`src/rtl/pmicr_pkg.sv`:
```
// Constants and types for the management crossover register bank
package pmicr_pkg;

  // ==========================================================
  // Management register addresses
  localparam logic [4:0] ADDR_EXT_ABILITY = 5'h0f;
  localparam logic [4:0] ADDR_IND_PTR = 5'h10;
  localparam logic [4:0] ADDR_IND_DATA = 5'h11;
  localparam logic [4:0] ADDR_XOVER_CTRL = 5'h12;

  // ==========================================================
  // Reset values
  localparam logic [15:0] RST_EXT_ABILITY = 16'h0000;
  localparam logic [15:0] RST_IND_PTR = 16'h0000;
  localparam logic [15:0] RST_IND_DATA = 16'h0000;
  localparam logic [15:0] RST_XOVER_CTRL = 16'h0002;

  // ==========================================================
  // Control register fields
  localparam int unsigned BIT_AUTO_EN = 10;
  localparam int unsigned BIT_MAN_XOVER = 9;
  localparam int unsigned BIT_DIAG_CLK = 2;
  localparam logic [15:0] XOVER_CTRL_WMASK = 16'h0607;

  // ==========================================================
  // Management frame fields
  localparam logic [5:0] PREAMBLE_LEN = 6'h20;
  localparam logic [5:0] HDR_BITS = 6'h0d;
  localparam logic [5:0] WR_TAIL_BITS = 6'h12;
  localparam logic [5:0] RD_DATA_BITS = 6'h10;
  localparam logic [1:0] C22_OP_WRITE = 2'h1;
  localparam logic [1:0] C22_OP_READ = 2'h2;
  localparam logic [1:0] C45_OP_ADDR = 2'h0;
  localparam logic [1:0] C45_OP_WRITE = 2'h1;
  localparam logic [1:0] C45_OP_READ_INC = 2'h2;
  localparam logic [1:0] C45_OP_READ = 2'h3;

  // ==========================================================
  // Frame engine states
  typedef enum logic [2:0] {
    ST_PRE = 3'b000,
    ST_HDR = 3'b001,
    ST_RTA = 3'b010,
    ST_RDAT = 3'b011,
    ST_WDAT = 3'b100
  } pmicr_state_e;

endpackage : pmicr_pkg

```
`src/rtl/pmicr_sync.sv`:
```
// Two-flop synchroniser for pin inputs
`timescale 1ns/1ps
module pmicr_sync #(
  parameter int unsigned WIDTH = 1
) (
  // Clock
  input wire logic clk,
  // Asynchronous inputs and synchronised outputs
  input wire logic [WIDTH-1:0] async_in,
  output logic [WIDTH-1:0] sync_out
);

  typedef struct packed {
    logic [WIDTH-1:0] s1;
    logic [WIDTH-1:0] s2;
  } pmicr_sync_s;

  pmicr_sync_s r;
  pmicr_sync_s d;

  always_comb
  begin
    d.s1 = async_in;
    d.s2 = r.s1;
  end

  always_ff @(posedge clk)
  begin
    r <= d;
  end

  assign sync_out = r.s2;

endmodule : pmicr_sync

```
`src/rtl/pmicr_ext_space.sv`:
```
// Extended register space storage
`timescale 1ns/1ps
module pmicr_ext_space #(
  parameter int unsigned AW = 4
) (
  // Clock and reset
  input wire logic clk,
  input wire logic rst_n,
  // Access port
  input wire logic we,
  input wire logic [15:0] addr,
  input wire logic [15:0] wdata,
  output logic [15:0] rdata
);

  typedef struct packed {
    logic [(1<<AW)-1:0][15:0] mem;
  } pmicr_ext_s;

  pmicr_ext_s r;
  pmicr_ext_s d;
  logic in_range;

  // Addresses beyond the implemented words read zero and drop writes
  assign in_range = (addr[15:AW] == '0);
  assign rdata = in_range ? r.mem[addr[AW-1:0]] : 16'h0000;

  always_comb
  begin
    d = r;
    if (!rst_n)
    begin
      d.mem = '0;
    end
    else if (we && in_range)
    begin
      d.mem[addr[AW-1:0]] = wdata;
    end
  end

  always_ff @(posedge clk)
  begin
    r <= d;
  end

endmodule : pmicr_ext_space

```
`src/rtl/pmicr_top.sv`:
```
// Management serial slave with extended status, indirect window and crossover control
// What this block does
// - Extended ability status reads zero in its gigabit bits 15..12 and reserved bits 11..0.
// - Extended ability status sits at address 0x0F, read-only, value 0x0000 after reset.
// - Reading the data window returns the pointed extended register; writing it updates that one.
// - Every extended register is also reachable directly by Clause 45 frames.
// - The indirect address pointer is a 16-bit read/write register at 0x10, reset 0x0000.
// - The indirect data window is a 16-bit read/write register at 0x11, reset 0x0000.
// - With auto-enable (bit 10) set, crossover resolves automatically, preferring MDIX when bit 9 is 1.
// - The auto-enable reset default comes from a hardware strap.
// - With auto-enable clear and bit 9 set, pairs map straight through (MDIX, no swap).
// - With auto-enable clear and bit 9 clear, pairs are swapped (MDI).
// - Bit 2 gates the diagnostics clock; it drives the diag_clk_enable output.
// - The control register is at 0x12, resets to 0x0002 with bit 10 then loaded from the strap, bits 10..9 and 2..0 are read/write, others read zero.
`timescale 1ns/1ps
module pmicr_top
  import pmicr_pkg::*;
#(
  parameter logic [4:0] PHY_ADDR = 5'h00,
  parameter logic [4:0] MMD_DEVAD = 5'h1e,
  parameter int unsigned EXT_AW = 4
) (
  // Clock and reset
  input wire logic clk,
  input wire logic rst_n,
  // Management serial pins
  input wire logic mdc,
  input wire logic mdio_i,
  output logic mdio_o,
  output logic mdio_oe,
  // Hardware strap
  input wire logic auto_xover_strap,
  // Crossover resolution from the on-chip detector
  input wire logic auto_resolved_mdix,
  // Crossover and diagnostics controls
  output logic xover_auto_enable,
  output logic xover_prefer_mdix,
  output logic pair_swap,
  output logic diag_clk_enable
);

  // ==========================================================
  // State
  typedef struct packed {
    pmicr_state_e st;
    logic [5:0] cnt;
    logic [12:0] hdr;
    logic [17:0] wsh;
    logic [15:0] rsh;
    logic mdc_prev;
    logic hit;
    logic c45;
    logic [15:0] ptr;
    logic [15:0] mmd_addr;
    logic [15:0] ctrl;
    logic strap_pend;
    logic mdio_o;
    logic mdio_oe;
    logic auto_en;
    logic prefer_mdix;
    logic pair_swap;
    logic diag_clk;
  } pmicr_regs_s;

  pmicr_regs_s r;
  pmicr_regs_s d;

  // ==========================================================
  // Pin synchronisers
  logic [2:0] pins_s;
  logic mdc_s;
  logic mdio_s;
  logic strap_s;

  pmicr_sync #(
    .WIDTH(3)
  ) u_sync (
    .clk(clk),
    .async_in({auto_xover_strap, mdio_i, mdc}),
    .sync_out(pins_s)
  );

  assign mdc_s = pins_s[0];
  assign mdio_s = pins_s[1];
  assign strap_s = pins_s[2];

  // ==========================================================
  // Extended register space
  logic ext_we;
  logic [15:0] ext_addr;
  logic [15:0] ext_wdata;
  logic [15:0] ext_rdata;

  pmicr_ext_space #(
    .AW(EXT_AW)
  ) u_ext (
    .clk(clk),
    .rst_n(rst_n),
    .we(ext_we),
    .addr(ext_addr),
    .wdata(ext_wdata),
    .rdata(ext_rdata)
  );

  // ==========================================================
  // Clause 22 read decode
  function automatic logic [15:0] c22_read(
    input logic [4:0] regad,
    input logic [15:0] ptr,
    input logic [15:0] ctrl,
    input logic [15:0] ext
  );
    logic [15:0] v;
    v = 16'h0000;
    case (regad)
      ADDR_EXT_ABILITY: v = RST_EXT_ABILITY;
      ADDR_IND_PTR: v = ptr;
      ADDR_IND_DATA: v = ext;
      ADDR_XOVER_CTRL: v = ctrl & XOVER_CTRL_WMASK;
      default: v = 16'h0000;
    endcase
    return v;
  endfunction : c22_read

  // ==========================================================
  // Frame engine
  logic rise;
  logic [12:0] hdr_n;
  logic [17:0] wsh_n;
  logic hdr_c45;
  logic [1:0] hdr_op;
  logic hdr_hit;
  logic [15:0] rd_val;

  assign rise = mdc_s && !r.mdc_prev;
  assign hdr_n = {r.hdr[11:0], mdio_s};
  assign wsh_n = {r.wsh[16:0], mdio_s};
  assign hdr_c45 = !hdr_n[12];
  assign hdr_op = hdr_n[11:10];
  assign hdr_hit = (hdr_n[9:5] == PHY_ADDR) && (!hdr_c45 || hdr_n[4:0] == MMD_DEVAD);

  // Window and direct frames share one storage port
  always_comb
  begin
    ext_addr = ((r.st == ST_HDR) ? hdr_c45 : r.c45) ? r.mmd_addr : r.ptr;
  end

  always_comb
  begin
    rd_val = hdr_c45 ? ext_rdata : c22_read(hdr_n[4:0], r.ptr, r.ctrl, ext_rdata);
  end

  always_comb
  begin
    d = r;
    ext_we = 1'b0;
    ext_wdata = wsh_n[15:0];
    d.mdc_prev = mdc_s;
    if (!rst_n)
    begin
      d.st = ST_PRE;
      d.cnt = 6'h00;
      d.hdr = '0;
      d.wsh = '0;
      d.rsh = '0;
      d.mdc_prev = mdc_s;
      d.hit = 1'b0;
      d.c45 = 1'b0;
      d.ptr = RST_IND_PTR;
      d.mmd_addr = RST_IND_DATA;
      d.ctrl = RST_XOVER_CTRL;
      d.strap_pend = 1'b1;
      d.mdio_o = 1'b0;
      d.mdio_oe = 1'b0;
    end
    else
    begin
      if (r.strap_pend)
      begin
        d.ctrl[BIT_AUTO_EN] = strap_s;
        d.strap_pend = 1'b0;
      end
      if (rise)
      begin
        case (r.st)
          ST_PRE:
          begin
            if (mdio_s)
            begin
              d.cnt = (r.cnt == PREAMBLE_LEN) ? r.cnt : r.cnt + 6'h01;
            end
            else if (r.cnt == PREAMBLE_LEN)
            begin
              d.st = ST_HDR;
              d.cnt = 6'h00;
            end
            else
            begin
              d.cnt = 6'h00;
            end
          end
          ST_HDR:
          begin
            d.hdr = hdr_n;
            d.cnt = r.cnt + 6'h01;
            if (r.cnt == HDR_BITS - 6'h01)
            begin
              d.cnt = 6'h00;
              d.c45 = hdr_c45;
              d.hit = 1'b0;
              d.st = ST_WDAT;
              if (hdr_hit && !hdr_c45 && hdr_op == C22_OP_READ)
              begin
                d.rsh = rd_val;
                d.st = ST_RTA;
              end
              else if (hdr_hit && hdr_c45 &&
                       (hdr_op == C45_OP_READ || hdr_op == C45_OP_READ_INC))
              begin
                d.rsh = rd_val;
                d.st = ST_RTA;
                if (hdr_op == C45_OP_READ_INC)
                begin
                  d.mmd_addr = r.mmd_addr + 16'h0001;
                end
              end
              else if (hdr_hit && (hdr_c45 || hdr_op == C22_OP_WRITE))
              begin
                d.hit = 1'b1;
              end
            end
          end
          ST_RTA:
          begin
            d.mdio_oe = 1'b1;
            d.mdio_o = 1'b0;
            d.st = ST_RDAT;
            d.cnt = 6'h00;
          end
          ST_RDAT:
          begin
            if (r.cnt == RD_DATA_BITS)
            begin
              d.mdio_oe = 1'b0;
              d.mdio_o = 1'b0;
              d.st = ST_PRE;
              d.cnt = 6'h00;
            end
            else
            begin
              d.mdio_o = r.rsh[15];
              d.rsh = {r.rsh[14:0], 1'b0};
              d.cnt = r.cnt + 6'h01;
            end
          end
          ST_WDAT:
          begin
            d.wsh = wsh_n;
            d.cnt = r.cnt + 6'h01;
            if (r.cnt == WR_TAIL_BITS - 6'h01)
            begin
              d.st = ST_PRE;
              d.cnt = 6'h00;
              if (r.hit && r.c45)
              begin
                if (r.hdr[11:10] == C45_OP_ADDR)
                begin
                  d.mmd_addr = wsh_n[15:0];
                end
                else if (r.hdr[11:10] == C45_OP_WRITE)
                begin
                  ext_we = 1'b1;
                end
              end
              else if (r.hit)
              begin
                case (r.hdr[4:0])
                  ADDR_IND_PTR: d.ptr = wsh_n[15:0];
                  ADDR_IND_DATA: ext_we = 1'b1;
                  ADDR_XOVER_CTRL:
                    d.ctrl = wsh_n[15:0] & XOVER_CTRL_WMASK;
                  default: d.ptr = r.ptr;
                endcase
              end
            end
          end
          default:
          begin
            d.st = ST_PRE;
            d.cnt = 6'h00;
            d.mdio_oe = 1'b0;
          end
        endcase
      end
    end
    // Crossover and diagnostic outputs follow the next control value
    d.auto_en = d.ctrl[BIT_AUTO_EN];
    d.prefer_mdix = d.ctrl[BIT_MAN_XOVER];
    if (d.ctrl[BIT_AUTO_EN])
    begin
      d.pair_swap = !auto_resolved_mdix;
    end
    else
    begin
      d.pair_swap = !d.ctrl[BIT_MAN_XOVER];
    end
    d.diag_clk = d.ctrl[BIT_DIAG_CLK];
  end

  always_ff @(posedge clk)
  begin
    r <= d;
  end

  // ==========================================================
  // Outputs
  assign mdio_o = r.mdio_o;
  assign mdio_oe = r.mdio_oe;
  assign xover_auto_enable = r.auto_en;
  assign xover_prefer_mdix = r.prefer_mdix;
  assign pair_swap = r.pair_swap;
  assign diag_clk_enable = r.diag_clk;

endmodule : pmicr_top

```
`config.mk`:
```
export PLATFORM = sky130hd
export DESIGN_NAME = pmicr_top
export DESIGN_NICKNAME = d
export VERILOG_FILES = /design/src/rtl/pmicr_pkg.sv /design/src/rtl/pmicr_sync.sv /design/src/rtl/pmicr_ext_space.sv /design/src/rtl/pmicr_top.sv
export SDC_FILE = /design/constraint.sdc
export NUM_CORES = 1
export LEC_CHECK = 0
export BUFFER_PORTS_ARGS = -buffer_cell sky130_fd_sc_hd__buf_2
export CORE_UTILIZATION = 30
export CTS_BUF_LIST = sky130_fd_sc_hd__clkbuf_4 sky130_fd_sc_hd__clkbuf_8 sky130_fd_sc_hd__clkbuf_16
export CTS_CLUSTER_SIZE = 8
export DETAILED_ROUTE_END_ITERATION = 10
export PLACE_DENSITY_LB_ADDON = 0.08
export SLEW_MARGIN = 30
export SYNTH_ARGS = -nofsm -noshare
export SYNTH_HDL_FRONTEND = slang
export SYNTH_SLANG_ARGS = --single-unit
```
`constraint.sdc`:
```
create_clock -name clk -period 5.8 [get_ports clk]
set_input_delay 0.29 -clock clk [delete_from_list [all_inputs] [get_ports clk]]
set_output_delay 0.29 -clock clk [all_outputs]
set_load 0.02 [all_outputs]
```
==> impl_metrics.env, run 1 <==
export IMPL_status="completed"
export IMPL_gp_congestion=0.767
export IMPL_min_path_type="in -> reg"
export IMPL_crit_fanout=20
export IMPL_grt_pass1_wl_um=88400
export IMPL_drcViolationCount=0
export IMPL_cp_data_required_time_ns=6.22
export IMPL_power_uw=5250
export IMPL_p_sw_frac=0.219
export IMPL_dieArea_um2=57000
export IMPL_synth_area_per_cell_um2=9.01
export IMPL_drt_vias_per_instance=5.33
export IMPL_synth_yosys_seq_area_share=0.426
export IMPL_pwr_share_seq=0.471
export IMPL_drtPass1Iterations=6
export IMPL_maxCapViolCount=0
export IMPL_syn_area_um2=16800
export IMPL_ys_types=73
export IMPL_drt_iter0_markers=972
export IMPL_finalCritPeriodShare=0.679
export IMPL_place_hpwl_um=36400
export IMPL_pre_cts_slack_ns=1.86
export IMPL_power_leakage_uw=0.00835
export IMPL_grt_pass1_vias=13300
export IMPL_rows=86
export IMPL_rsz0062_at_grt="false"
export IMPL_io_buffers=11
export IMPL_cts_root_buf="clkbuf_16"
export IMPL_synthFlopType="dfxtp_1"
export IMPL_tns_ns=0
export IMPL_cts_htree_levels=2
export IMPL_grt_max_degree=198
export IMPL_drive_above_1_share=0.0973
export IMPL_worstSetupPathType="reg -> reg"
export IMPL_initial_utilization=0.304
export IMPL_ir_drop_mv=0.216
export IMPL_netlist_instances=1868
export IMPL_clkTransAtPathRegs_ns=0.05
export IMPL_synth_top_area_share=0.426
export IMPL_ant_nets=0
export IMPL_ys_ff_latch=358
export IMPL_gr_total_overflow=0
export IMPL_utilization=0.340
export IMPL_fmax_ghz=0.254
export IMPL_antenna_found_initial=1
export IMPL_internal_power_uw=4100
export IMPL_clock_skew_ns=0.0191
export IMPL_worst_pin_slew_ns=1.10
export IMPL_layout_common_cells="dfxtp_1, nor2_1, mux2i_1"
export IMPL_synth_top_cell_by_area="dfxtp_1"
export IMPL_clkSinkCount=358
export IMPL_setup_slack_ns=1.86
export IMPL_grt_usage=0.206
export IMPL_core_area_um2=55300
export IMPL_synthesis_nets=1878
export IMPL_postSynth_asyncResetShare=0
export IMPL_max_slew_margin=0.266
export IMPL_ys_warn_count=0
export IMPL_fillerInstances=5784
export IMPL_cts_tree="yes"
export IMPL_ios=12
export IMPL_wire_per_inst_um=23.0
export IMPL_setup_viol=0
export IMPL_end_kind="flop"
export IMPL_die_h_um=239
export IMPL_powerDensity_nw_per_um2=279
export IMPL_diodes=0
export IMPL_power_share_combinational=0.015
export IMPL_clockBufferDepth=3
export IMPL_clock_latency_ns=0.59
export IMPL_synth_edf_count=0
export IMPL_routed_via_count=13600
export IMPL_cts_buffers=51
export IMPL_final_common_cell="dfxtp_1"
export IMPL_critPathLaunchType="flop"
export IMPL_crit_arrival_ns=4.36
export IMPL_synth_area_top_cells="dfxtp_1, mux2i_1, a21oi_1"
export IMPL_pwr_share_clk=0.515
export IMPL_hold_slack_ns=0.173
export IMPL_min_period_ns=3.94
export IMPL_die_w_um=239
export IMPL_fin_nets=1804
export IMPL_wl_um=58600
export IMPL_area_growth_pct=11.8
export IMPL_hold_viol=0
export IMPL_power_switching_uw=1150
export IMPL_maxSlewViolCount=0
-- power groups by stage --
stage	Sequential (uW)	Combinational, uW	Clock (uW)
2_1_floorplan	2520	50.7	0
3_3_place_gp	2520	74.7	0
3_5_place_dp	2520	75.7	0
4_1_cts	2470	78.1	2780
5_1_grt	2470	83.4	2880
6_report	2470	76.4	2700
-- critical path, cell delays in order, from the launching register on --
cell and delay, ns:
dfxtp_1 0.55, nor3b_2 0.24, buf_4 0.28, nand2_1 0.43, nor3b_4 0.72, buf_6 0.26
buf_4 0.19, nand4_2 0.65, mux2i_1 0.39, nor2_1 0.06
-- metal layers --
metal	track usage	wire, um	vias up
met5	0	13	-
met2	0.315	25600	297
li1	-	-	6481
met1	0.291	28600	6708
met3	0.0368	2710	100
met4	0.0668	1670	2
-- cells by family after synthesis --
| group | share of synthesized area |
|---|---|
| simple gates | 0.157 |
| compound gates | 0.178 |
| flops | 0.426 |
| mux | 0.173 |
| buf+inv | 0.0596 |
| xor+xnor | 0.00416 |
| fa+ha+maj | 0.00297 |
-- final cells by class --
type	instances	area [um^2]	area share
clock buffers	56	1320	0.0702
clock inverters	2	38.8	0.00206
inverters	14	60.1	0.00319
multi-input cells	1313	8800	0.468
flip-flops and latches	358	7170	0.381
well taps	748	936	0.0498
repair buffers	56	478	0.0254
-- worst paths after layout --
path | startpoint | endpoint | slack (ns) | cells after the start
max | r[113] | u_ext.r[103] | 1.86 | 9
min | rst_n | r[8] | 0.17 | 2
max reg2reg | r[113] | u_ext.r[103] | 1.86 | 9
min reg2reg | u_sync.d[1] | u_sync.sync_out[1] | 0.32 | 0
-- cell usage after synthesis, types with 4 or more instances --
| cell type | n |
|---|---|
| xor2_1 | 5 |
| dfxtp_1 | 358 |
| nand2_1 | 110 |
| and2_1 | 21 |
| a21o_1 | 8 |
| o31ai_2 | 5 |
| buf_4 | 29 |
| nor3_1 | 13 |
| o2111ai_2 | 4 |
| o41ai_1 | 36 |
| buf_2 | 40 |
| o31ai_1 | 14 |
| o2111ai_1 | 5 |
| or3_1 | 4 |
| o21a_1 | 17 |
| nand4_4 | 10 |
| nand4_1 | 9 |
| inv_1 | 13 |
| o22ai_1 | 34 |
| buf_6 | 14 |
| a21oi_1 | 237 |
| ha_1 | 4 |
| o41ai_2 | 11 |
| nor2_1 | 315 |
| o211ai_1 | 32 |
| nand2b_1 | 4 |
| a22oi_1 | 5 |
| o21ai_0 | 16 |
| nand3_1 | 24 |
| and3_1 | 6 |
| clkbuf_1 | 99 |
| a31oi_1 | 13 |
| and4_1 | 5 |
| mux2i_1 | 286 |
| nand4_2 | 6 |
-- state kept, by name, summed over array words and instances, names as in the netlist --
register and count:
ext_wdata 15, r 66, u_sync.d 3, pair_swap 1
u_sync.sync_out 3, mdio_oe 1, hdr_n 12, u_ext.r 256
mdio_o 1
-- repair_timing --
item,4_1_cts,5_1_grt
resized for setup,0,0
hold buffers,4,0
endpoints found under the hold margin,4,0
buffers inserted,0,0
endpoints found under the setup margin,0,0
-- per-stage QoR --
| step | cell area, um^2 | cells |
|---|---|---|
| 2_1_floorplan | 16800 | 1868 |
| 3_3_place_gp | 17300 | 2479 |
| 3_5_place_dp | 17400 | 2485 |
| 4_1_cts | 18800 | 2547 |
| 5_1_grt | 18800 | 2547 |
| 6_report | 18800 | 2547 |
(Power assumes the default switching activity.)
==> inputs of run 2 (changes only) <==
Clock period 5.8 ns to 3.9 ns, I/O delays scaled along.
==> impl_metrics.env, run 2 (synthesized netlist as in run 1, its figures left out) <==
export IMPL_cts_resized=0
export IMPL_initial_utilization=0.304
export IMPL_max_slew_margin=0.373
export IMPL_rr_worst_depth=7
export IMPL_maxSlewViolCount=0
export IMPL_ir_drop_mv=0.254
export IMPL_rsz0062_at_grt="false"
export IMPL_die_w_um=239
export IMPL_powerDensity_nw_per_um2=408
export IMPL_gp_congestion=0.825
export IMPL_tns_ns=0
export IMPL_drcViolationCount=0
export IMPL_setup_slack_ns=0.385
export IMPL_io_buffers=11
export IMPL_cp_startpoint="r[55]"
export IMPL_gr_total_overflow=0
export IMPL_grt_pass1_wl_um=89800
export IMPL_clkSinkCount=358
export IMPL_antenna_found_initial=1
export IMPL_cts_buffers=50
export IMPL_core_area_um2=55300
export IMPL_diodes=0
export IMPL_largest_reg_flops=256
export IMPL_grt_usage=0.211
export IMPL_cts_htree_levels=2
export IMPL_finalCritPeriodShare=0.901
export IMPL_hold_slack_ns=0.0431
export IMPL_clock_skew_ns=0.0246
export IMPL_wire_per_inst_um=23.4
export IMPL_place_inst=2509
export IMPL_drt_vias_per_instance=5.37
export IMPL_die_h_um=239
export IMPL_fin_nets=1827
export IMPL_r2r_slack_ns=0.39
export IMPL_critPathLaunchType="flop"
export IMPL_ant_nets=0
export IMPL_hold_viol=0
export IMPL_worstSetupPathType="reg -> reg"
export IMPL_layout_common_cells="dfxtp_1, nor2_1, mux2i_1"
export IMPL_wl_um=60100
export IMPL_fillerInstances=5735
export IMPL_grt_pass1_vias=13200
export IMPL_top_register="u_ext.r"
export IMPL_fmax_ghz=0.285
export IMPL_final_cell_count_no_fill=2567
export IMPL_dieArea_um2=57000
export IMPL_routed_via_count=13800
export IMPL_power_leakage_uw=0.00844
export IMPL_area_growth_pct=12.5
export IMPL_min_path_type="in -> reg"
export IMPL_ios=12
export IMPL_grt_max_degree=161
export IMPL_final_common_cell="dfxtp_1"
export IMPL_min_period_ns=3.51
export IMPL_crit_fanout=21
export IMPL_pre_cts_slack_ns=0.445
export IMPL_clkTransAtPathRegs_ns=0.05
export IMPL_status="completed"
export IMPL_r2r_end="r[73]"
export IMPL_endpoint="r[73]"
export IMPL_place_hpwl_um=37300
export IMPL_worst_pin_slew_ns=0.922
export IMPL_drtPass1Iterations=5
export IMPL_crit_arrival_ns=4.01
export IMPL_end_kind="flop"
export IMPL_cp_data_required_time_ns=4.39
export IMPL_drive_above_1_share=0.107
export IMPL_drt_iter0_markers=994
export IMPL_r2r_start="r[55]"
export IMPL_cts_root_buf="clkbuf_16"
export IMPL_clock_latency_ns=0.60
export IMPL_clockBufferDepth=3
export IMPL_cts_tree="yes"
export IMPL_setup_viol=0
export IMPL_rows=86
export IMPL_maxCapViolCount=0
run 2: cell types whose count changed in the layout (fill, tap and decap cells not counted), moves of 2 or more:
cell and delta:
buf_12 +2, clkbuf_4 -4, buf_4 +28, buf_8 -3, buf_6 -2
run 2: cell type report:
class | instances | area, um^2 | share of cell area
Clock buffer | 52 | 1290 | 0.0682
Sequential cell | 358 | 7170 | 0.379
Timing Repair Buffer | 80 | 633 | 0.0335
Tap cell | 748 | 936 | 0.0495
Clock inverter | 2 | 28.8 | 0.00152
Multi-Input combinational cell | 1313 | 8800 | 0.465
Inverter | 14 | 65.1 | 0.00344
run 2: worst min path at each step:
stage / cells past startpoint / slack, ns / from / to
2_1_floorplan: 0 / 0.22 / mdc / u_sync.d[0]
5_1_grt: 2 / 0.03 / rst_n / r[30]
3_5_place_dp: 1 / 0.30 / auto_xover_strap / u_sync.d[2]
4_1_cts: 2 / 0.02 / rst_n / r[30]
3_3_place_gp: 1 / 0.30 / mdio_i / u_sync.d[1]
6_report: 2 / 0.04 / rst_n / r[30]
run 2: critical path, stage by stage (launching register included):
cell       delay [ns]
dfxtp_1          0.69
inv_1            0.32
o2111ai_4        0.82
buf_4            0.40
a21oi_1          0.11
o41ai_1          0.64
o211ai_1         0.20
o31ai_2          0.22
run 2: metal layers:
layer | wire length (um) | global-route usage
met5 | 0 | 0
met4 | 1570 | 0.0684
met3 | 2900 | 0.0372
met2 | 26800 | 0.328
met1 | 28900 | 0.295
run 2: power by group:
group | switching [uW] | internal [uW]
logic | 94.8 | 25.9
registers | 5.31 | 3670
clock network | 1630 | 2310
run 2: stage by stage:
stage | total power [uW] | instance area (um^2) | utilization
floorplan | 3830 | 16800 | -
CTS | 7860 | 18900 | 0.342
global route | 8010 | 18900 | 0.342
global placement | 3870 | 17600 | 0.317
finish | 7730 | 18900 | 0.342
detailed placement | 3870 | 17600 | 0.317
run 2: repair_timing:
action	4_1_cts	5_1_grt
setup buffers	0	0
hold endpoints to repair	4	0
endpoints found under the setup margin	0	0
hold buffers	4	0
==> inputs of run 3 (changes only) <==
Settings changed: BUFFER_PORTS_ARGS -buffer_cell sky130_fd_sc_hd__buf_2 to not set, DONT_BUFFER_PORTS set to 1.
==> impl_metrics.env, run 3 (synthesized netlist as in run 1, its figures left out) <==
export IMPL_drcViolationCount=0
export IMPL_maxCapViolCount=0
export IMPL_place_area_um2=17700
export IMPL_power_leakage_uw=0.00849
export IMPL_fin_nets=1835
export IMPL_gp_congestion=0.790
export IMPL_rows=86
export IMPL_internal_power_uw=5990
export IMPL_power_share_combinational=0.015
export IMPL_hold_depth=1
export IMPL_top_register="u_ext.r"
export IMPL_finalCritPeriodShare=0.898
export IMPL_crit_fanout=21
export IMPL_initial_utilization=0.304
export IMPL_min_path_type="in -> reg"
export IMPL_cts_tree="yes"
export IMPL_final_cell_count_no_fill=2577
export IMPL_max_slew_margin=0.357
export IMPL_drt_iter0_markers=942
export IMPL_grt_pass1_wl_um=89100
export IMPL_final_area_um2=19100
export IMPL_status="completed"
export IMPL_dieArea_um2=57000
export IMPL_die_w_um=239
export IMPL_setup_viol=0
export IMPL_worstSetupPathType="reg -> reg"
export IMPL_ios=12
export IMPL_io_buffers=0
export IMPL_hold_viol=0
export IMPL_place_inst=2514
export IMPL_wire_per_inst_um=23.0
export IMPL_worst_pin_slew_ns=0.964
export IMPL_cts_root_buf="clkbuf_16"
export IMPL_maxSlewViolCount=0
export IMPL_powerDensity_nw_per_um2=403
export IMPL_place_hpwl_um=37600
export IMPL_slowest_stage="o41ai_1"
export IMPL_layout_common_cells="dfxtp_1, nor2_1, mux2i_1"
export IMPL_fmax_ghz=0.286
export IMPL_antenna_found_initial=1
export IMPL_p_sw_frac=0.221
export IMPL_cts_buffers=50
export IMPL_final_common_cell="dfxtp_1"
export IMPL_clkTransAtPathRegs_ns=0.06
export IMPL_ir_drop_mv=0.285
export IMPL_drt_vias_per_instance=5.35
export IMPL_clockBufferDepth=3
export IMPL_routed_via_count=13800
export IMPL_drive_above_1_share=0.109
export IMPL_clock_latency_ns=0.59
export IMPL_crit_arrival_ns=4.00
export IMPL_clock_skew_ns=0.0203
export IMPL_pwr_share_seq=0.479
export IMPL_power_switching_uw=1700
export IMPL_critical_path_most_common_cell="buf_4"
export IMPL_path_cells="nor3b_2 -> buf_12 -> o2111ai_4 -> buf_4 -> buf_4 -> a21oi_1 -> o41ai_1 -> o211ai_1 -> o31ai_2"
export IMPL_grt_pass1_vias=13500
export IMPL_cp_data_required_time_ns=4.40
export IMPL_worst_path_stages=9
export IMPL_core_area_um2=55300
export IMPL_path_buf_inv=3
export IMPL_pwr_share_clk=0.506
export IMPL_utilization=0.345
export IMPL_tns_ns=0
export IMPL_largest_reg_flops=256
export IMPL_cts_setup_buffers=0
export IMPL_clkSinkCount=358
export IMPL_drtPass1Iterations=5
export IMPL_min_period_ns=3.50
export IMPL_critPathTopFamily="compound AO/OA/AOI/OAI gates"
export IMPL_ant_nets=0
export IMPL_area_growth_pct=13.3
export IMPL_wl_um=59300
export IMPL_slowest_delay_ns=0.74
export IMPL_grt_usage=0.209
export IMPL_cts_htree_levels=2
export IMPL_gr_total_overflow=0
export IMPL_rsz0062_at_grt="false"
export IMPL_power_uw=7680
export IMPL_critPathLaunchType="flop"
export IMPL_die_h_um=239
export IMPL_grt_max_degree=118
export IMPL_rr_worst_depth=9
export IMPL_end_kind="flop"
## run 3: cell types whose count changed in the layout (fill, tap and decap cells not counted), moves of 2 or more
cell	previous run	this run
buf_2	11	0
buf_4	61	73
dlygate4sd3_1	4	6
buf_12	4	8
diode_2	0	2
clkbuf_4	0	2
## run 3: layout make-up
type	count	area [um^2]
Clock inverter	1	8.76
Antenna cell	2	5.00
Multi-Input combinational cell	1313	8790
Tap cell	748	936
Inverter	14	60.1
Clock buffer	53	1290
Fill cell	5792	36200
Sequential cell	358	7170
Timing Repair Buffer	88	796
## run 3: metrics by stage
stage	worst slack, ns	hold slack [ns]
after global placement	0.397	0.223
after floorplan	1.53	0.223
after CTS	0.418	0.109
final	0.399	0.148
after global routing	0.190	0.135
after detailed placement	0.437	0.223
## run 3: final timing paths
| path | startpoint | endpoint | slack, ns |
|---|---|---|---|
| hold / removal | mdc | u_sync.d[0] | 0.15 |
| hold reg to reg | u_sync.d[1] | u_sync.sync_out[1] | 0.32 |
| setup / recovery | r[112] | r[59] | 0.40 |
| setup reg to reg | r[112] | r[59] | 0.40 |
## run 3: worst reg2reg max path: stages, from the launching register on
cell	delay, ns
dfxtp_1	0.58
nor3b_2	0.16
buf_12	0.18
o2111ai_4	0.73
buf_4	0.33
buf_4	0.17
a21oi_1	0.07
o41ai_1	0.74
o211ai_1	0.22
o31ai_2	0.23
## run 3: per-layer routing
metal  share of wire  vias up  global-route usage
li1                -     6553                   -
met1            0.48     6807               0.289
met4           0.028        2              0.0717
met2            0.45      332               0.327
met5         0.00020        -                   0
met3           0.050       95              0.0350
## run 3: power groups by stage
stage	sequential, uW	clock, uW	combinational (uW)
final	3680	3890	114
after global routing	3670	4150	125
after CTS	3680	4030	116
after detailed placement	3750	0	104
after global placement	3750	0	105
after floorplan	3750	0	75.3
## run 3: repair_timing
item | in CTS | in global routing
hold buffers | 7 | 0
gates resized for setup | 0 | 0
hold endpoints to repair | 76 | 0
endpoints found under the setup margin | 0 | 0
